## src/core/ttc_pkg.sv

```systemverilog
/* constants, register map and bus carriers of the three timer/counter unit.
   assumes one 200 MHz clock and an AXI4-Lite master with 32-bit data. */
package ttc_pkg;
    localparam logic [31:0] OFS_CTRL = 32'h00;
    localparam logic [31:0] OFS_TIMER_MODE_REG = 32'h04;
    localparam logic [31:0] OFS_T0 = 32'h08;
    localparam logic [31:0] OFS_T1 = 32'h0c;
    localparam logic [31:0] OFS_THIRD_TIMER_CONTROL_REG = 32'h10;
    localparam logic [31:0] OFS_THIRD_TIMER_MODE_REG = 32'h14;
    localparam logic [31:0] OFS_T2CNT = 32'h18;
    localparam logic [31:0] OFS_CAP = 32'h1c;
    localparam logic [31:0] OFS_SPEED = 32'h20;
    localparam logic [3:0] IDX_CTRL = 4'h0;
    localparam logic [3:0] IDX_TIMER_MODE_REG = 4'h1;
    localparam logic [3:0] IDX_T0 = 4'h2;
    localparam logic [3:0] IDX_T1 = 4'h3;
    localparam logic [3:0] IDX_THIRD_TIMER_CONTROL_REG = 4'h4;
    localparam logic [3:0] IDX_THIRD_TIMER_MODE_REG = 4'h5;
    localparam logic [3:0] IDX_T2CNT = 4'h6;
    localparam logic [3:0] IDX_CAP = 4'h7;
    localparam logic [3:0] IDX_SPEED = 4'h8;
    localparam logic [3:0] IDX_NONE = 4'hf;
    localparam logic [1:0] MODE_13 = 2'h0;
    localparam logic [1:0] MODE_16 = 2'h1;
    localparam logic [1:0] MODE_RELOAD = 2'h2;
    localparam logic [1:0] MODE_SPLIT = 2'h3;
    localparam logic [3:0] DIV_LAST = 4'hb;
    localparam logic [1:0] FAST_PHASE = 2'h3;
    localparam logic [7:0] BYTE_TOP = 8'hff;
    localparam logic [12:0] M0_TOP = 13'h1fff;
    localparam logic [15:0] CNT_TOP = 16'hffff;
    localparam logic [1:0] RESP_OKAY = 2'h0;
    localparam logic [1:0] RESP_SLVERR = 2'h2;
    localparam int PIN_T0 = 0;
    localparam int PIN_T1 = 1;
    localparam int PIN_INT0 = 2;
    localparam int PIN_INT1 = 3;
    localparam int PIN_T2 = 4;
    localparam int PIN_CAPDIR = 5;

    typedef struct packed {
        logic second_timer_overflow;
        logic first_timer_overflow;
        logic second_timer_run;
        logic first_timer_run;
    } ttc_timer_control_reg_s;

    typedef struct packed {
        logic gate1;
        logic ct1;
        logic [1:0] mode1;
        logic gate0;
        logic ct0;
        logic [1:0] mode0;
    } ttc_timer_mode_reg_s;

    typedef struct packed {
        logic third_timer_overflow;
        logic external_event_flag;
        logic receive_baud_select;
        logic transmit_baud_select;
        logic external_event_enable;
        logic third_timer_run;
        logic third_source_select;
        logic capture_reload_select;
    } ttc_third_timer_control_reg_s;

    typedef struct packed {
        logic clear_after_capture;
        logic up_down_enable;
    } ttc_third_timer_mode_reg_s;

    typedef struct packed {
        logic [31:0] awaddr;
        logic awvalid;
        logic [31:0] wdata;
        logic [3:0] wstrb;
        logic wvalid;
        logic bready;
        logic [31:0] araddr;
        logic arvalid;
        logic rready;
    } ttc_axi_req_s;

    typedef struct packed {
        logic awready;
        logic wready;
        logic [1:0] bresp;
        logic bvalid;
        logic arready;
        logic [31:0] rdata;
        logic [1:0] rresp;
        logic rvalid;
    } ttc_axi_rsp_s;

    function automatic logic [3:0] ttc_decode(input logic [31:0] addr);
        case (addr)
            OFS_CTRL: ttc_decode = IDX_CTRL;
            OFS_TIMER_MODE_REG: ttc_decode = IDX_TIMER_MODE_REG;
            OFS_T0: ttc_decode = IDX_T0;
            OFS_T1: ttc_decode = IDX_T1;
            OFS_THIRD_TIMER_CONTROL_REG: ttc_decode = IDX_THIRD_TIMER_CONTROL_REG;
            OFS_THIRD_TIMER_MODE_REG: ttc_decode = IDX_THIRD_TIMER_MODE_REG;
            OFS_T2CNT: ttc_decode = IDX_T2CNT;
            OFS_CAP: ttc_decode = IDX_CAP;
            OFS_SPEED: ttc_decode = IDX_SPEED;
            default: ttc_decode = IDX_NONE;
        endcase
    endfunction : ttc_decode
endpackage : ttc_pkg

```

## src/core/ttc_top.sv

```systemverilog
/* three timer/counters behind an AXI4-Lite register slave.
   assumes pins are asynchronous; software clears all flags. */
// The AXI4-Lite register port and the placing of the registers are this design's own decisions.
`timescale 1ns/10ps
module ttc_top (
    input wire logic clock,
    input wire logic rst_n,
    input wire ttc_pkg::ttc_axi_req_s axi_req,
    output ttc_pkg::ttc_axi_rsp_s axi_rsp,
    input wire logic first_count_pin,
    input wire logic second_count_pin,
    input wire logic third_count_pin,
    input wire logic [1:0] external_irq_pin_n,
    input wire logic capture_direction_pin,
    output logic first_timer_overflow,
    output logic second_timer_overflow,
    output logic third_timer_irq
);

    // machine cycle enables
    logic [3:0] div_q;
    logic tick_slow, tick_fast;
    logic [2:0] speed_q, tk;
    always_ff @(posedge clock) begin
        if (!rst_n) div_q <= '0;
        else if (div_q == ttc_pkg::DIV_LAST) div_q <= '0;
        else div_q <= div_q + 4'h1;
    end
    assign tick_slow = (div_q == ttc_pkg::DIV_LAST);
    assign tick_fast = (div_q[1:0] == ttc_pkg::FAST_PHASE);
    assign tk = ({3{tick_fast}} & speed_q) | ({3{tick_slow}} & ~speed_q);

    // pin synchronisers
    logic [5:0] sync1_q, sync2_q;
    always_ff @(posedge clock) begin
        if (!rst_n) begin
            sync1_q <= '0;
            sync2_q <= '0;
        end else begin
            sync1_q <= {capture_direction_pin, third_count_pin, external_irq_pin_n,
                        second_count_pin, first_count_pin};
            sync2_q <= sync1_q;
        end
    end

    // falling edges seen by two machine-cycle samples, so a count takes two cycles
    logic [3:0] etick, epin, fall;
    assign etick = {tk[2], tk[2], tk[1], tk[0]};
    assign epin = {sync2_q[ttc_pkg::PIN_CAPDIR], sync2_q[ttc_pkg::PIN_T2],
                   sync2_q[ttc_pkg::PIN_T1], sync2_q[ttc_pkg::PIN_T0]};
    for (genvar g = 0; g < 4; g++) begin : g_edge
        logic samp_q;
        always_ff @(posedge clock) begin
            if (!rst_n) samp_q <= 1'b0;
            else if (etick[g]) samp_q <= epin[g];
        end
        assign fall[g] = etick[g] & samp_q & ~epin[g];
    end

    // register bus slave
    logic aw_have_q, w_have_q, bvalid_q, rvalid_q, do_wr;
    logic [31:0] awaddr_q, wdata_q, rdata_q, rd_val;
    logic [3:0] wstrb_q, wsel;
    logic [1:0] bresp_q, rresp_q;
    logic [15:0] we;
    logic wb0, wb1;
    assign axi_rsp.awready = ~aw_have_q & ~bvalid_q;
    assign axi_rsp.wready = ~w_have_q & ~bvalid_q;
    assign axi_rsp.bvalid = bvalid_q;
    assign axi_rsp.bresp = bresp_q;
    assign axi_rsp.arready = ~rvalid_q;
    assign axi_rsp.rvalid = rvalid_q;
    assign axi_rsp.rdata = rdata_q;
    assign axi_rsp.rresp = rresp_q;
    assign do_wr = aw_have_q & w_have_q & ~bvalid_q;
    assign wsel = ttc_pkg::ttc_decode(awaddr_q);
    assign we = do_wr ? (16'h1 << wsel) : '0;
    assign wb0 = wstrb_q[0];
    assign wb1 = wstrb_q[1];

    always_ff @(posedge clock) begin
        if (!rst_n) begin
            aw_have_q <= 1'b0;
            awaddr_q <= '0;
        end else if (do_wr) aw_have_q <= 1'b0;
        else if (axi_req.awvalid && !aw_have_q && !bvalid_q) begin
            aw_have_q <= 1'b1;
            awaddr_q <= axi_req.awaddr;
        end
    end

    always_ff @(posedge clock) begin
        if (!rst_n) begin
            w_have_q <= 1'b0;
            wdata_q <= '0;
            wstrb_q <= '0;
        end else if (do_wr) w_have_q <= 1'b0;
        else if (axi_req.wvalid && !w_have_q && !bvalid_q) begin
            w_have_q <= 1'b1;
            wdata_q <= axi_req.wdata;
            wstrb_q <= axi_req.wstrb;
        end
    end

    always_ff @(posedge clock) begin
        if (!rst_n) begin
            bvalid_q <= 1'b0;
            bresp_q <= ttc_pkg::RESP_OKAY;
        end else if (do_wr) begin
            bvalid_q <= 1'b1;
            bresp_q <= (wsel == ttc_pkg::IDX_NONE) ? ttc_pkg::RESP_SLVERR : ttc_pkg::RESP_OKAY;
        end else if (axi_req.bready) bvalid_q <= 1'b0;
    end

    always_ff @(posedge clock) begin
        if (!rst_n) begin
            rvalid_q <= 1'b0;
            rdata_q <= '0;
            rresp_q <= ttc_pkg::RESP_OKAY;
        end else if (axi_req.arvalid && !rvalid_q) begin
            rvalid_q <= 1'b1;
            rdata_q <= rd_val;
            rresp_q <= (ttc_pkg::ttc_decode(axi_req.araddr) == ttc_pkg::IDX_NONE) ?
                       ttc_pkg::RESP_SLVERR : ttc_pkg::RESP_OKAY;
        end else if (axi_req.rready) rvalid_q <= 1'b0;
    end

    // control registers
    ttc_pkg::ttc_timer_control_reg_s timer_control_reg_q;
    ttc_pkg::ttc_timer_mode_reg_s timer_mode_reg_q;
    ttc_pkg::ttc_third_timer_control_reg_s third_timer_control_reg_q;
    ttc_pkg::ttc_third_timer_mode_reg_s third_timer_mode_reg_q;
    logic [7:0] t0_lo_q, t0_hi_q, t1_lo_q, t1_hi_q;
    logic [15:0] t2_cnt_q, cap_q, t2_d;

    always_ff @(posedge clock) begin
        if (!rst_n) begin
            timer_mode_reg_q <= '0;
            third_timer_mode_reg_q <= '0;
            speed_q <= '0;
        end else begin
            if (we[ttc_pkg::IDX_TIMER_MODE_REG] && wb0) timer_mode_reg_q <= wdata_q[7:0];
            if (we[ttc_pkg::IDX_THIRD_TIMER_MODE_REG] && wb0) third_timer_mode_reg_q <= wdata_q[1:0];
            if (we[ttc_pkg::IDX_SPEED] && wb0) speed_q <= wdata_q[2:0];
        end
    end

    // one counting step of a timer 0/1 in modes 0-2: {overflow, high, low}
    function automatic logic [16:0] step(input logic [1:0] m, input logic [7:0] hi,
                                         input logic [7:0] lo);
        logic [13:0] c13;
        logic [16:0] c16;
        logic [8:0] c8;
        c13 = {1'b0, hi, lo[4:0]} + 14'h1;
        c16 = {1'b0, hi, lo} + 17'h1;
        c8 = {1'b0, lo} + 9'h1;
        case (m)
            ttc_pkg::MODE_13: step = {c13[13], c13[12:5], lo[7:5], c13[4:0]};
            ttc_pkg::MODE_16: step = c16;
            default: step = c8[8] ? {1'b1, hi, hi} : {1'b0, hi, c8[7:0]};
        endcase
    endfunction : step

    // timers 0 and 1
    logic t0m3, t1m3, en0, en1, inc0, inc1, hinc0, ovf0, ovf0h, ovf1;
    logic [16:0] st0, st1;
    assign t0m3 = (timer_mode_reg_q.mode0 == ttc_pkg::MODE_SPLIT);
    assign t1m3 = (timer_mode_reg_q.mode1 == ttc_pkg::MODE_SPLIT);
    assign en0 = timer_control_reg_q.first_timer_run & (~timer_mode_reg_q.gate0 | sync2_q[ttc_pkg::PIN_INT0]);
    assign en1 = timer_control_reg_q.second_timer_run & (~timer_mode_reg_q.gate1 | sync2_q[ttc_pkg::PIN_INT1]);
    assign inc0 = en0 & (timer_mode_reg_q.ct0 ? fall[0] : tk[0]);
    // timer 1 loses its run bit and flag to the split high byte
    assign inc1 = ~t1m3 & (t0m3 ? tk[1] : en1 & (timer_mode_reg_q.ct1 ? fall[1] : tk[1]));
    assign hinc0 = t0m3 & timer_control_reg_q.second_timer_run & tk[0];
    assign st0 = step(timer_mode_reg_q.mode0, t0_hi_q, t0_lo_q);
    assign st1 = step(timer_mode_reg_q.mode1, t1_hi_q, t1_lo_q);
    assign ovf0 = inc0 & (t0m3 ? (t0_lo_q == ttc_pkg::BYTE_TOP) : st0[16]);
    assign ovf0h = hinc0 & (t0_hi_q == ttc_pkg::BYTE_TOP);
    assign ovf1 = inc1 & st1[16] & ~t0m3;

    always_ff @(posedge clock) begin
        if (!rst_n) begin
            t0_lo_q <= '0;
            t0_hi_q <= '0;
        end else begin
            if (we[ttc_pkg::IDX_T0] && wb0) t0_lo_q <= wdata_q[7:0];
            else if (inc0) t0_lo_q <= t0m3 ? t0_lo_q + 8'h1 : st0[7:0];
            if (we[ttc_pkg::IDX_T0] && wb1) t0_hi_q <= wdata_q[15:8];
            else if (hinc0) t0_hi_q <= t0_hi_q + 8'h1;
            else if (inc0 && !t0m3) t0_hi_q <= st0[15:8];
        end
    end

    always_ff @(posedge clock) begin
        if (!rst_n) begin
            t1_lo_q <= '0;
            t1_hi_q <= '0;
        end else begin
            if (we[ttc_pkg::IDX_T1] && wb0) t1_lo_q <= wdata_q[7:0];
            else if (inc1) t1_lo_q <= st1[7:0];
            if (we[ttc_pkg::IDX_T1] && wb1) t1_hi_q <= wdata_q[15:8];
            else if (inc1) t1_hi_q <= st1[15:8];
        end
    end

    // hardware set wins over a software clear in the same cycle
    always_ff @(posedge clock) begin
        if (!rst_n) timer_control_reg_q <= '0;
        else begin
            if (we[ttc_pkg::IDX_CTRL] && wb0) timer_control_reg_q <= wdata_q[3:0];
            if (ovf0) timer_control_reg_q.first_timer_overflow <= 1'b1;
            if (ovf1 || ovf0h) timer_control_reg_q.second_timer_overflow <= 1'b1;
        end
    end
    assign first_timer_overflow = timer_control_reg_q.first_timer_overflow;
    assign second_timer_overflow = timer_control_reg_q.second_timer_overflow;

    // timer 2
    logic baud, capm, udm, inc2, exev, dir_up, at_top, at_cap, reload2, cap_ld;
    assign baud = third_timer_control_reg_q.transmit_baud_select | third_timer_control_reg_q.receive_baud_select;
    assign capm = ~baud & third_timer_control_reg_q.capture_reload_select;
    assign udm = ~baud & ~third_timer_control_reg_q.capture_reload_select & third_timer_mode_reg_q.up_down_enable;
    assign inc2 = third_timer_control_reg_q.third_timer_run & (third_timer_control_reg_q.third_source_select ? fall[2] : tk[2]);
    assign exev = third_timer_control_reg_q.external_event_enable & fall[3];
    assign dir_up = sync2_q[ttc_pkg::PIN_CAPDIR];
    assign at_top = (t2_cnt_q == ttc_pkg::CNT_TOP);
    assign at_cap = (t2_cnt_q == cap_q);
    assign reload2 = inc2 & ((udm & ~dir_up) ? at_cap : at_top);
    assign cap_ld = capm & exev;

    always_comb begin
        t2_d = t2_cnt_q;
        if (inc2) begin
            if (udm && !dir_up) t2_d = at_cap ? ttc_pkg::CNT_TOP : t2_cnt_q - 16'h1;
            else if (capm || !at_top) t2_d = t2_cnt_q + 16'h1;
            else t2_d = cap_q;
        end
        // direction pin steers counting in up/down mode, not reloads
        if (exev && !udm && !baud) begin
            if (capm) t2_d = third_timer_mode_reg_q.clear_after_capture ? '0 : t2_d;
            else t2_d = cap_q;
        end
    end

    always_ff @(posedge clock) begin
        if (!rst_n) t2_cnt_q <= '0;
        else begin
            t2_cnt_q <= t2_d;
            if (we[ttc_pkg::IDX_T2CNT] && wb0) t2_cnt_q[7:0] <= wdata_q[7:0];
            if (we[ttc_pkg::IDX_T2CNT] && wb1) t2_cnt_q[15:8] <= wdata_q[15:8];
        end
    end

    always_ff @(posedge clock) begin
        if (!rst_n) cap_q <= '0;
        else if (cap_ld) cap_q <= t2_cnt_q;
        else begin
            if (we[ttc_pkg::IDX_CAP] && wb0) cap_q[7:0] <= wdata_q[7:0];
            if (we[ttc_pkg::IDX_CAP] && wb1) cap_q[15:8] <= wdata_q[15:8];
        end
    end

    // hardware sets the flags or toggles the external one here; the register write clears them
    always_ff @(posedge clock) begin
        if (!rst_n) third_timer_control_reg_q <= '0;
        else begin
            if (we[ttc_pkg::IDX_THIRD_TIMER_CONTROL_REG] && wb0) third_timer_control_reg_q <= wdata_q[7:0];
            if (reload2 && !baud) third_timer_control_reg_q.third_timer_overflow <= 1'b1;
            if (reload2 && udm) third_timer_control_reg_q.external_event_flag <= ~third_timer_control_reg_q.external_event_flag;
            else if (exev && !udm) third_timer_control_reg_q.external_event_flag <= 1'b1;
        end
    end
    // up/down mode uses the external flag as a toggle, so it is kept off the request
    assign third_timer_irq = third_timer_control_reg_q.third_timer_overflow |
                             (third_timer_control_reg_q.external_event_flag & ~udm);

    always_comb begin
        case (ttc_pkg::ttc_decode(axi_req.araddr))
            ttc_pkg::IDX_CTRL: rd_val = {28'h0, timer_control_reg_q};
            ttc_pkg::IDX_TIMER_MODE_REG: rd_val = {24'h0, timer_mode_reg_q};
            ttc_pkg::IDX_T0: rd_val = {16'h0, t0_hi_q, t0_lo_q};
            ttc_pkg::IDX_T1: rd_val = {16'h0, t1_hi_q, t1_lo_q};
            ttc_pkg::IDX_THIRD_TIMER_CONTROL_REG: rd_val = {24'h0, third_timer_control_reg_q};
            ttc_pkg::IDX_THIRD_TIMER_MODE_REG: rd_val = {30'h0, third_timer_mode_reg_q};
            ttc_pkg::IDX_T2CNT: rd_val = {16'h0, t2_cnt_q};
            ttc_pkg::IDX_CAP: rd_val = {16'h0, cap_q};
            ttc_pkg::IDX_SPEED: rd_val = {29'h0, speed_q};
            default: rd_val = '0;
        endcase
    end
endmodule : ttc_top

```

## config.mk

```make
export PLATFORM = sky130hd
export DESIGN_NAME = ttc_top
export DESIGN_NICKNAME = d
export VERILOG_FILES = /design/src/core/ttc_pkg.sv /design/src/core/ttc_top.sv
export SDC_FILE = /design/constraint.sdc
export NUM_CORES = 1
export LEC_CHECK = 0
export BUFFER_PORTS_ARGS = -buffer_cell sky130_fd_sc_hd__buf_2
export CORE_ASPECT_RATIO = 1.5
export CORE_UTILIZATION = 52
export CTS_CLUSTER_SIZE = 14
export DETAILED_ROUTE_END_ITERATION = 7
export PLACE_DENSITY = 0.85
export SETUP_SLACK_MARGIN = 0.2
export SLEW_MARGIN = 15
export SYNTH_ARGS = -nofsm -noshare
export SYNTH_HDL_FRONTEND = slang
export SYNTH_SLANG_ARGS = --single-unit
```

## constraint.sdc

```tcl
create_clock -name clock -period 2.03 [get_ports clock]
set_input_delay 0.3045 -clock clock [delete_from_list [all_inputs] [get_ports clock]]
set_output_delay 0.3045 -clock clock [all_outputs]
set_load 0.02 [all_outputs]
```

* Word-level counts from Yosys, hierarchy flattened
Index checks and enable logic that the tools add are counted.
** Word-level totals
- Flip-flop bits (word level) :: 199
- Input bits :: 113
- Logic and storage cells :: 268
** Cells by class
- Mux-type cells :: 51
- Add/sub/neg operators :: 11
- Bitwise gates (word level) :: 58
- Equal/unequal tests :: 38
- Shifts and indexed selects :: 1
- Reductions and logical operators :: 62
** Operators with widths (count)
- 32-bit by 5-bit equality test with 1-bit output (second input constant) :: 8
- 16-bit case mux with 9 select lines :: 1
- 32-bit by 4-bit equality test with 1-bit output (second input constant) :: 4
- 16-bit two-way mux :: 8
- 8-bit two-way mux :: 15
- 4-bit case mux with 9 select lines :: 2
- 17-bit case mux with 2 select lines :: 2
- 32-bit by 3-bit equality test with 1-bit output (second input constant) :: 2
- 32-bit by 6-bit equality test with 1-bit output (second input constant) :: 2
- 32-bit zero test :: 2
- 16-bit by 1-bit adder with 17-bit output (second input constant) :: 2
- 17-bit two-way mux :: 2
- 1-bit AND :: 32
- 13-bit by 1-bit adder with 14-bit output (second input constant) :: 2
- 1-bit logical AND :: 24
- 2-bit nonzero test :: 10
- 8-bit by 1-bit adder with 9-bit output (second input constant) :: 2
- 1-bit NOT :: 18
- 16-bit by 1-bit adder with 16-bit output (second input constant) :: 1
- 8-bit by 1-bit adder with 8-bit output (second input constant) :: 2
- 16-bit equality test :: 1
- 16-bit equality test (second input constant) :: 1
- 4-bit by 3-bit equality test with 1-bit output (second input constant) :: 4
- 4-bit equality test (second input constant) :: 4
- 26 further kinds :: 70

* Depth between registers and ports, before layout
Gate-level depths: netlist of run 1.
- Depth in word-level cells :: 13
- Gate-level depth with buffers :: 10
- Gate-level depth less buffers :: 9

* Worst setup path before layout of run 1
Ideal clock, no wire load.
- Path type :: register to register
- Start point :: register t2_cnt_q[0]
- End point :: register t2_cnt_q[14]
- Path slack :: -0.070 ns
- Data arrival time :: 2.031 ns
- Stages on the path, launching flop included :: 11
- Required time :: 1.961 ns
- Buffers on the path :: 1
- Period minus slack after synthesis :: 2.100 ns
- Setup time :: 0.069 ns
- Path through :: dfxtp_1 clkbuf_1 inv_1 ha_1 nor3b_2 nand3_1 or3_4 nor3_2 xnor2_1 a221o_1 o21ai_1
** On the way
- Word-level cells in the longest chain between the ends :: 10
** RTL lines
- start, declared :: line ttc_top.sv:134 : logic [15:0] t2_cnt_q, cap_q, t2_d;
- start signal, assigned :: line ttc_top.sv:248 : t2_cnt_q <= t2_d;
- start signal, assigned :: line ttc_top.sv:249 : if (we[ttc_pkg::IDX_T2CNT] && wb0) t2_cnt_q[7:0] <= wdata_q[7:0];
- branches (longest 4 deep; another with 16-bit by 1-bit adder with 16-bit output)
- 16-bit two-way mux (*) :: line ttc_top.sv:234 : if (udm && !dir_up) t2_d = at_cap ? ttc_pkg::CNT_TOP : t2_cnt_q - 16'h1;
- 16-bit two-way mux (*) :: line ttc_top.sv:233 : if (inc2) begin
- 16-bit two-way mux (2 in series) :: line ttc_top.sv:240 : if (capm) t2_d = third_timer_mode_reg_q.clear_after_capture ? '0 : t2_d;
- 16-bit two-way mux (*) :: line ttc_top.sv:239 : if (exev && !udm && !baud) begin
- 8-bit two-way mux (*) :: line ttc_top.sv:250 : if (we[ttc_pkg::IDX_T2CNT] && wb1) t2_cnt_q[15:8] <= wdata_q[15:8];
Mark *: on every way between the ends.
A chain may end at the register's enable or synchronous reset.

* Worst setup path in the final report of run 1
- Start point :: register awaddr_q[10]
- End point :: register timer_mode_reg_q[7] (netlist name)
** On the way
- Word-level cells in the longest chain between the ends :: 5
** RTL lines
- start, declared :: line ttc_top.sv:62 : logic [31:0] awaddr_q, wdata_q, rdata_q, rd_val;
- start signal, assigned :: line ttc_top.sv:88 : awaddr_q <= axi_req.awaddr;
- 32-bit by 6-bit equality test with 1-bit output (tied with other cells) :: line ttc_pkg.sv:97 : case (addr)
- 4-bit case mux with 9 select lines (*) :: line ttc_pkg.sv:97
- 1-bit by 4-bit left shift with 9-bit output (*) :: line ttc_top.sv:77 : assign we = do_wr ? (16'h1 << wsel) : '0;
- 9-bit two-way mux (*) :: line ttc_top.sv:77
- 1-bit logical AND (*) :: line ttc_top.sv:142 : if (we[ttc_pkg::IDX_TIMER_MODE_REG] && wb0) timer_mode_reg_q <= wdata_q[7:0];
- end signal, assigned :: line ttc_top.sv:142
- end, declared :: line ttc_top.sv:130 : ttc_pkg::ttc_timer_mode_reg_s timer_mode_reg_q;
Every way passes the cells marked *; elsewhere a longest branch is shown, timed or not.

==> results of run 1 <==
==> cells in the final DEF (no fill, tap or decap), types with 27 or more instances in the layout <==
cell type  instances
nand2_1          181
buf_4            170
dfxtp_1          164
buf_2            119
a21oi_1          100
nor2_1            98
mux2i_1           48
o21ai_0           43
xor2_1            36
nand3_1           27
==> path summary, 6_finish.rpt <==
kind                startpoint  cells after the start             endpoint  slack, ns
setup / recovery  awaddr_q[10]                      7  timer_mode_reg_q[7]      -0.15
hold / removal      axi_req[0]                      2             rvalid_q       0.05
setup reg to reg  awaddr_q[10]                      7  timer_mode_reg_q[7]      -0.15
hold reg to reg     sync1_q[5]                      1           sync2_q[5]       0.43
==> per-stage QoR <==
| step | instances | utilization |
|---|---|---|
| 2_1_floorplan | 1305 | - |
| 4_1_cts | 1787 | 0.695 |
| 3_3_place_gp | 1725 | 0.625 |
| 5_1_grt | 1801 | 0.714 |
| 6_report | 1801 | 0.714 |
| 3_5_place_dp | 1725 | 0.625 |
==> sequential cells by signal (all words and copies together) (netlist names), 16 cells and up <==
signal and count:
wdata_q 16, t2_cnt_q 16, awaddr_q 32, rdata_q 16, cap_q 16
==> area by class of cell <==
cell class / count / area (um^2)
Multi-Input combinational cell: 985 / 6670
Fill cell: 1389 / 5500
Sequential cell: 181 / 3660
Timing Repair Buffer: 326 / 2420
Clock buffer: 19 / 443
Tap cell: 256 / 320
Clock inverter: 13 / 148
Inverter: 21 / 85.1
==> report_power, final <==
group | switching (mW) | internal [mW] | leakage (nW) | total [mW]
logic | 0.369 | 0.245 | 4.00 | 0.614
registers | 0.139 | 3.63 | 1.48 | 3.77
clock network | 1.55 | 1.87 | 0.289 | 3.41
==> repair_timing <==
item | 4_1_cts | 5_1_grt
gates cloned | 3 | 1
gates resized for setup | 142 | 65
setup buffers | 27 | 13
pin swaps | 39 | 28
endpoints found under the setup margin | 88 | 103
hold buffers | 0 | 0
==> cell families (layout without fill, tap and decap cells) <==
group / after synthesis / after routing / synth area share
AO/OA/AOI/OAI: 347 / 347 / 0.217
XOR/XNOR: 51 / 51 / 0.0435
adder cells (fa/ha/maj): 6 / 6 / 0.00731
buffers and inverters: 139 / 379 / 0.0703
flip-flops: 181 / 181 / 0.353
multiplexers: 69 / 69 / 0.0742
other: 1 / 18 / 0.000365
AND/OR/NAND/NOR: 494 / 494 / 0.235
==> metal layers <==
metal  wire length [um]  global-route usage  share of wire
met1              12900               0.399           0.35
met2              17400               0.574           0.47
met3               3490              0.0725          0.095
met4               2990               0.256          0.081
met5                  0                   0              0
==> worst max-delay path: cells and delay by family, from the launching register on <==
family,cells,cell delay (ns)
AND/OR/NAND/NOR,6,1.45
flip-flops,1,0.34
multiplexers,1,0.23
==> summary.md, run 1 <==
| Metric | Value |
|---|---|
| Status | finished, violations left |
| Violated checks | setup timing |
| Synth Cell Area | 0.0103 mm^2 |
| Fin Setup TNS | -2.07 ns |
| Cts bufs inserted | 17 |
| GRT Overall Usage | 0.351 |
| Vias in the first global route | 10600 |
| Worst-Margin Slew | 1.02 ns |
| Slowest CP cell | or4_4 |
| Min-delay worst type | input port to flip-flop |
| Largest net degree at the start of global routing | 119 |
| Final Max Slew Viols | 0 |
| Tcrit/Tclk final | 1.07 |
| Register bit total from synthesis | 181 |
| Min Tclk post-route | 2.18 ns |
| Via count | 11300 |
| Ant diodes | 0 |
| Async set or reset register ratio after synthesis | 0 |
| Worst-path clk slew | 0.07 ns |
| Number of distinct library cells after synthesis | 78 |
| Final ANT Viol Nets | 0 |
| Critical path type | flip-flop to flip-flop |
| Clock sink total | 181 |
| Main synth FF type | dfxtp_1 |
| Hold Vio Cnt, Final | 0 |
| Total power divided by cell area | 568 mW/mm^2 |
| Port-buffer cells | 120 |
| Power Total | 7.80 mW |
| Largest stage delay, worst path | 0.55 ns |
| First-pass GRT wire length | 54400 um |
| Share of the synthesized area in the top cell type | 0.353 |
| Number of DRC markers in iteration 0 | 1270 |
| Largest cells by area after synthesis | dfxtp_1 (35%), nand2_1 (7.0%), a21oi_1 (5.7%) |
| Clk_skew | 0.0146 ns |
| Slew headroom | 0.316 |
| Io pins | 157 |
| Die H | 174 um |
| CP cell instances | nor4_4 -> and4_1 -> and2_4 -> nand3_4 -> or4_4 -> mux2i_1 -> nor2_1 |
| Arrival time worst endpoint | 2.49 ns |
| Finished Cell Area | 0.0137 mm^2 |
| WL per Instance | 20.4 um |
| Routed WL | 36800 um |
| Critical Path End Type | flip-flop |
| Post-synth EDFFs | 0 |
| DR vias/cell | 6.26 |
| GR Overflow Total | 0 |
| Initial Util | 0.533 |
| Synth area leader | dfxtp_1 |
| Cell row count | 62 |
| Core area | 0.0192 mm^2 |
| Static power due to leakage | 5.77 nW |
| Layout area overhead | 33.9% |
| Worst hold slack | 0.0484 ns |
| Worst EP required | 2.34 ns |
| Synth cell count leaders | nand2_1 (191), dfxtp_1 (181), a21oi_1 (116), nor2_1 (104), o21ai_0 (70) |
| Max_cap viols | 0 |
| CTS max path bufs | 2 |
| Layout cells sized above 1 | 0.348 |
| Die area | 0.0203 mm^2 |
| Setup WS pre-CTS | -0.187 ns |
| Post-Synthesis Cells | 1288 |
| First-pass DRT Iterations | 8 |
| Level count of the clock H-tree | 4 |
| Final setup viols | 45 |
| Fin nets | 1651 |
| Count leader, synth | nand2_1 |
| Worst-Skew Late Latency | 0.45 ns |
| CP Launch Type | flip-flop |
| Achievable frequency | 458 MHz |
| Antenna violations before repair | 0 |
| Maximum VDD drop | 0.000673 V |
| Root Buffer | clkbuf_16 |
| Setup WS post-layout | -0.152 ns |
| Max FO, Critical Path | 8 |
| Placed cell areas | 0.0120 mm^2 |
| GP Congestion | 1.01 |
| Yosys warns | 0 |
| RSZ-0062 raised after global routing | yes |
| CTS tree | yes |
| Hpwl dp | 23900 um |
| Die X | 117 um |
| Avg Cell Area, Syn | 7.97 um^2 |
| Seq/Total Area, Yosys | 0.353 |
| DRC viols | 0 |
Power figures use the tool's default switching activity.
==> run 2: changes to the inputs <==
- SKIP_CTS_REPAIR_TIMING: default -> 1
==> run 2 against run 1 <==
The flow still finishes with violations (setup timing). Cell count grew 0.22%. Clock skew is 0.0023 ns lower. Worst setup slack got worse by 0.18 ns. Largest power group unchanged. Highest routed layer unchanged.
==> summary.md, run 2 (synthesis gave the netlist of run 1 again) <==
| Metric | Value |
|---|---|
| Hpwl dp | 23900 um (unchanged) |
| Antenna violations before repair | 0 (unchanged) |
| Min Tclk post-route | 2.36 ns (was 2.18 ns) |
| Worst EP required | 2.41 ns (was 2.34 ns) |
| Initial Util | 0.533 (unchanged) |
| Setup WS post-layout | -0.328 ns (was -0.152 ns) |
| Die H | 174 um (unchanged) |
| Number of DRC markers in iteration 0 | 1273 (was 1270) |
| Commonest non-fill, non-tap cell in the layout | nand2_1 (unchanged) |
| Max reg flops | 32 (unchanged) |
| Arrival time worst endpoint | 2.74 ns (was 2.49 ns) |
| Worst-path clk slew | 0.07 ns (about the same) |
| Achievable frequency | 424 MHz (was 458 MHz) |
| Layout cells sized above 1 | 0.363 (was 0.348) |
| Hold path depth | 2 (unchanged) |
| Max FO, Critical Path | 4 (was 8) |
| Ant diodes | 0 (unchanged) |
| Largest net degree at the start of global routing | 119 (unchanged) |
| Fin Setup TNS | -1.98 ns (was -2.07 ns) |
| GP Congestion | 1.01 (unchanged) |
| Final Max Slew Viols | 0 (unchanged) |
| CTS tree | yes (unchanged) |
| Via count | 11300 (about the same) |
| GRT Overall Usage | 0.320 (was 0.351) |
| Fin nets | 1655 (was 1651) |
| WL per Instance | 20.7 um (was 20.4 um) |
| Layout area overhead | 35.8% (was 33.9%) |
| Final setup viols | 28 (was 45) |
| # fillers | 1376 (was 1389) |
| Total power divided by cell area | 561 mW/mm^2 (was 568 mW/mm^2) |
| Status | finished, violations left (unchanged) |
| DRC viols | 0 (unchanged) |
| DR vias/cell | 6.27 (was 6.26) |
| Worst-Skew Late Latency | 0.45 ns (about the same) |
| Largest reg by FF count | awaddr_q (unchanged) |
| Switch share | 0.265 (was 0.264) |
| Level count of the clock H-tree | 4 (unchanged) |
| Cts bufs inserted | 17 (unchanged) |
| Hold Vio Cnt, Final | 0 (unchanged) |
| Violated checks | setup timing (unchanged) |
| Tcrit/Tclk final | 1.16 (was 1.07) |
| Slew headroom | 0.292 (was 0.316) |
| Io pins | 157 (unchanged) |
| Routed WL | 37400 um (was 36800 um) |
| Root Buffer | clkbuf_16 (unchanged) |
| Clock share of power | 0.437 (was 0.438) |
| Reg area | 0.00367 mm^2 (was 0.00366 mm^2) |
| Worst hold slack | 0.0470 ns (was 0.0484 ns) |
| First-pass GRT wire length | 49800 um (was 54400 um) |
| Port-buffer cells | 120 (unchanged) |
| Worst R2R Path Depth | 9 (was 7) |
| Slowest CP cell | or3_4 (was or4_4) |
| Min-delay worst type | input port to flip-flop (unchanged) |
| Net Sw Power | 2.07 mW (was 2.06 mW) |
| Vias in the first global route | 9943 (was 10600) |
| Maximum VDD drop | 0.000687 V (was 0.000673 V) |
| Worst-Margin Slew | 1.06 ns (was 1.02 ns) |
| Multi-input gate area | 0.00682 mm^2 (was 0.00667 mm^2) |
| Largest stage delay, worst path | 0.44 ns (was 0.55 ns) |
| First-pass DRT Iterations | 6 (was 8) |
| CP cell instances | inv_4 -> ha_4 -> nor3b_4 -> nand3_2 -> or3_4 -> nor3_4 -> xnor2_1 -> a221o_1 -> o21ai_1 (was nor4_4 -> and4_1 -> and2_4 -> nand3_4 -> or4_4 -> mux2i_1 -> nor2_1) |
| Die X | 117 um (unchanged) |
| Combinational share of power | 0.080 (was 0.079) |
| Die area | 0.0203 mm^2 (unchanged) |
| Max_cap viols | 0 (unchanged) |
| Flop pwr share | 0.483 (was 0.484) |
| Core area | 0.0192 mm^2 (unchanged) |
| Clock sink total | 181 (unchanged) |
| Final ANT Viol Nets | 0 (unchanged) |
| Critical Path End Type | flip-flop (unchanged) |
| CP Launch Type | flip-flop (unchanged) |
| GR Overflow Total | 0 (unchanged) |
| Cell row count | 62 (unchanged) |
| Critical path type | flip-flop to flip-flop (unchanged) |
| Clk_skew | 0.0123 ns (was 0.0146 ns) |
| Static power due to leakage | 5.85 nW (was 5.77 nW) |
| Most frequent cells in the layout | nand2_1 (184), buf_4 (170), dfxtp_1 (156), buf_2 (119), a21oi_1 (110) (was nand2_1 (181), buf_4 (170), dfxtp_1 (164), buf_2 (119), a21oi_1 (100)) |
| RSZ-0062 raised after global routing | yes (unchanged) |
| Int Pwr | 5.75 mW (about the same) |
| CTS max path bufs | 2 (unchanged) |
[run 2: changes by cell type in the layout (fill, tap and decap cells not counted), sizes merged]
cell / delta
and2: +1
buf: -1
clkbuf: +4
[run 2: through the flow]
stage          setup WS, ns  power, mW   util  area [um^2]  std cells
2_1_floorplan        0.0119       4.15      -        10400       1305
3_3_place_gp        -0.0861       4.37  0.625        12000       1725
3_5_place_dp         -0.187       4.39  0.625        12000       1725
4_1_cts              -0.202       7.72  0.655        12600       1757
5_1_grt              -0.348       8.05  0.724        13900       1805
6_report             -0.328       7.82  0.724        13900       1805
[run 2: layout make-up]
type / count / area share
clock inverter: 13 / 0.0106
timing repair buffer: 329 / 0.176
tap: 256 / 0.0230
clock buffer: 19 / 0.0318
sequential: 181 / 0.263
multi-input combinational: 986 / 0.489
inverter: 21 / 0.00610
[run 2: worst paths after layout]
check                                 start      endpoint  slack [ns]
worst max-delay path            t2_cnt_q[1]  t2_cnt_q[14]       -0.33
worst min-delay path             axi_req[0]      rvalid_q        0.05
worst min register to register   sync1_q[5]    sync2_q[5]        0.43
worst max register to register  t2_cnt_q[1]  t2_cnt_q[14]       -0.33
[run 2: per-layer routing]
metal | share of wire | vias up | wire, um | track usage
met5 | 0 | - | 0 | 0
met4 | 0.079 | 0 | 2960 | 0.212
met3 | 0.089 | 226 | 3320 | 0.0603
met2 | 0.47 | 706 | 17700 | 0.534
met1 | 0.36 | 5321 | 13400 | 0.366
li1 | - | 5069 | - | -
[run 2: power by group through the flow]
stage               clock (mW)  combinational, mW  sequential [mW]
global placement             0              0.546             3.82
finish                    3.42              0.625             3.78
detailed placement           0              0.559             3.83
global route              3.59              0.683             3.78
floorplan                    0              0.381             3.77
CTS                       3.41              0.562             3.75
[run 2: critical path: cells and delay by family, from the launching register on]
family	cells	cell delay, ns
and+or+nand+nor	4	1.19
AOI/OAI and AO/OA	2	0.44
DFF	1	0.37
adders and majority gates	1	0.13
xor gates and xnor gates	1	0.10
buffers and inverters	1	0.07
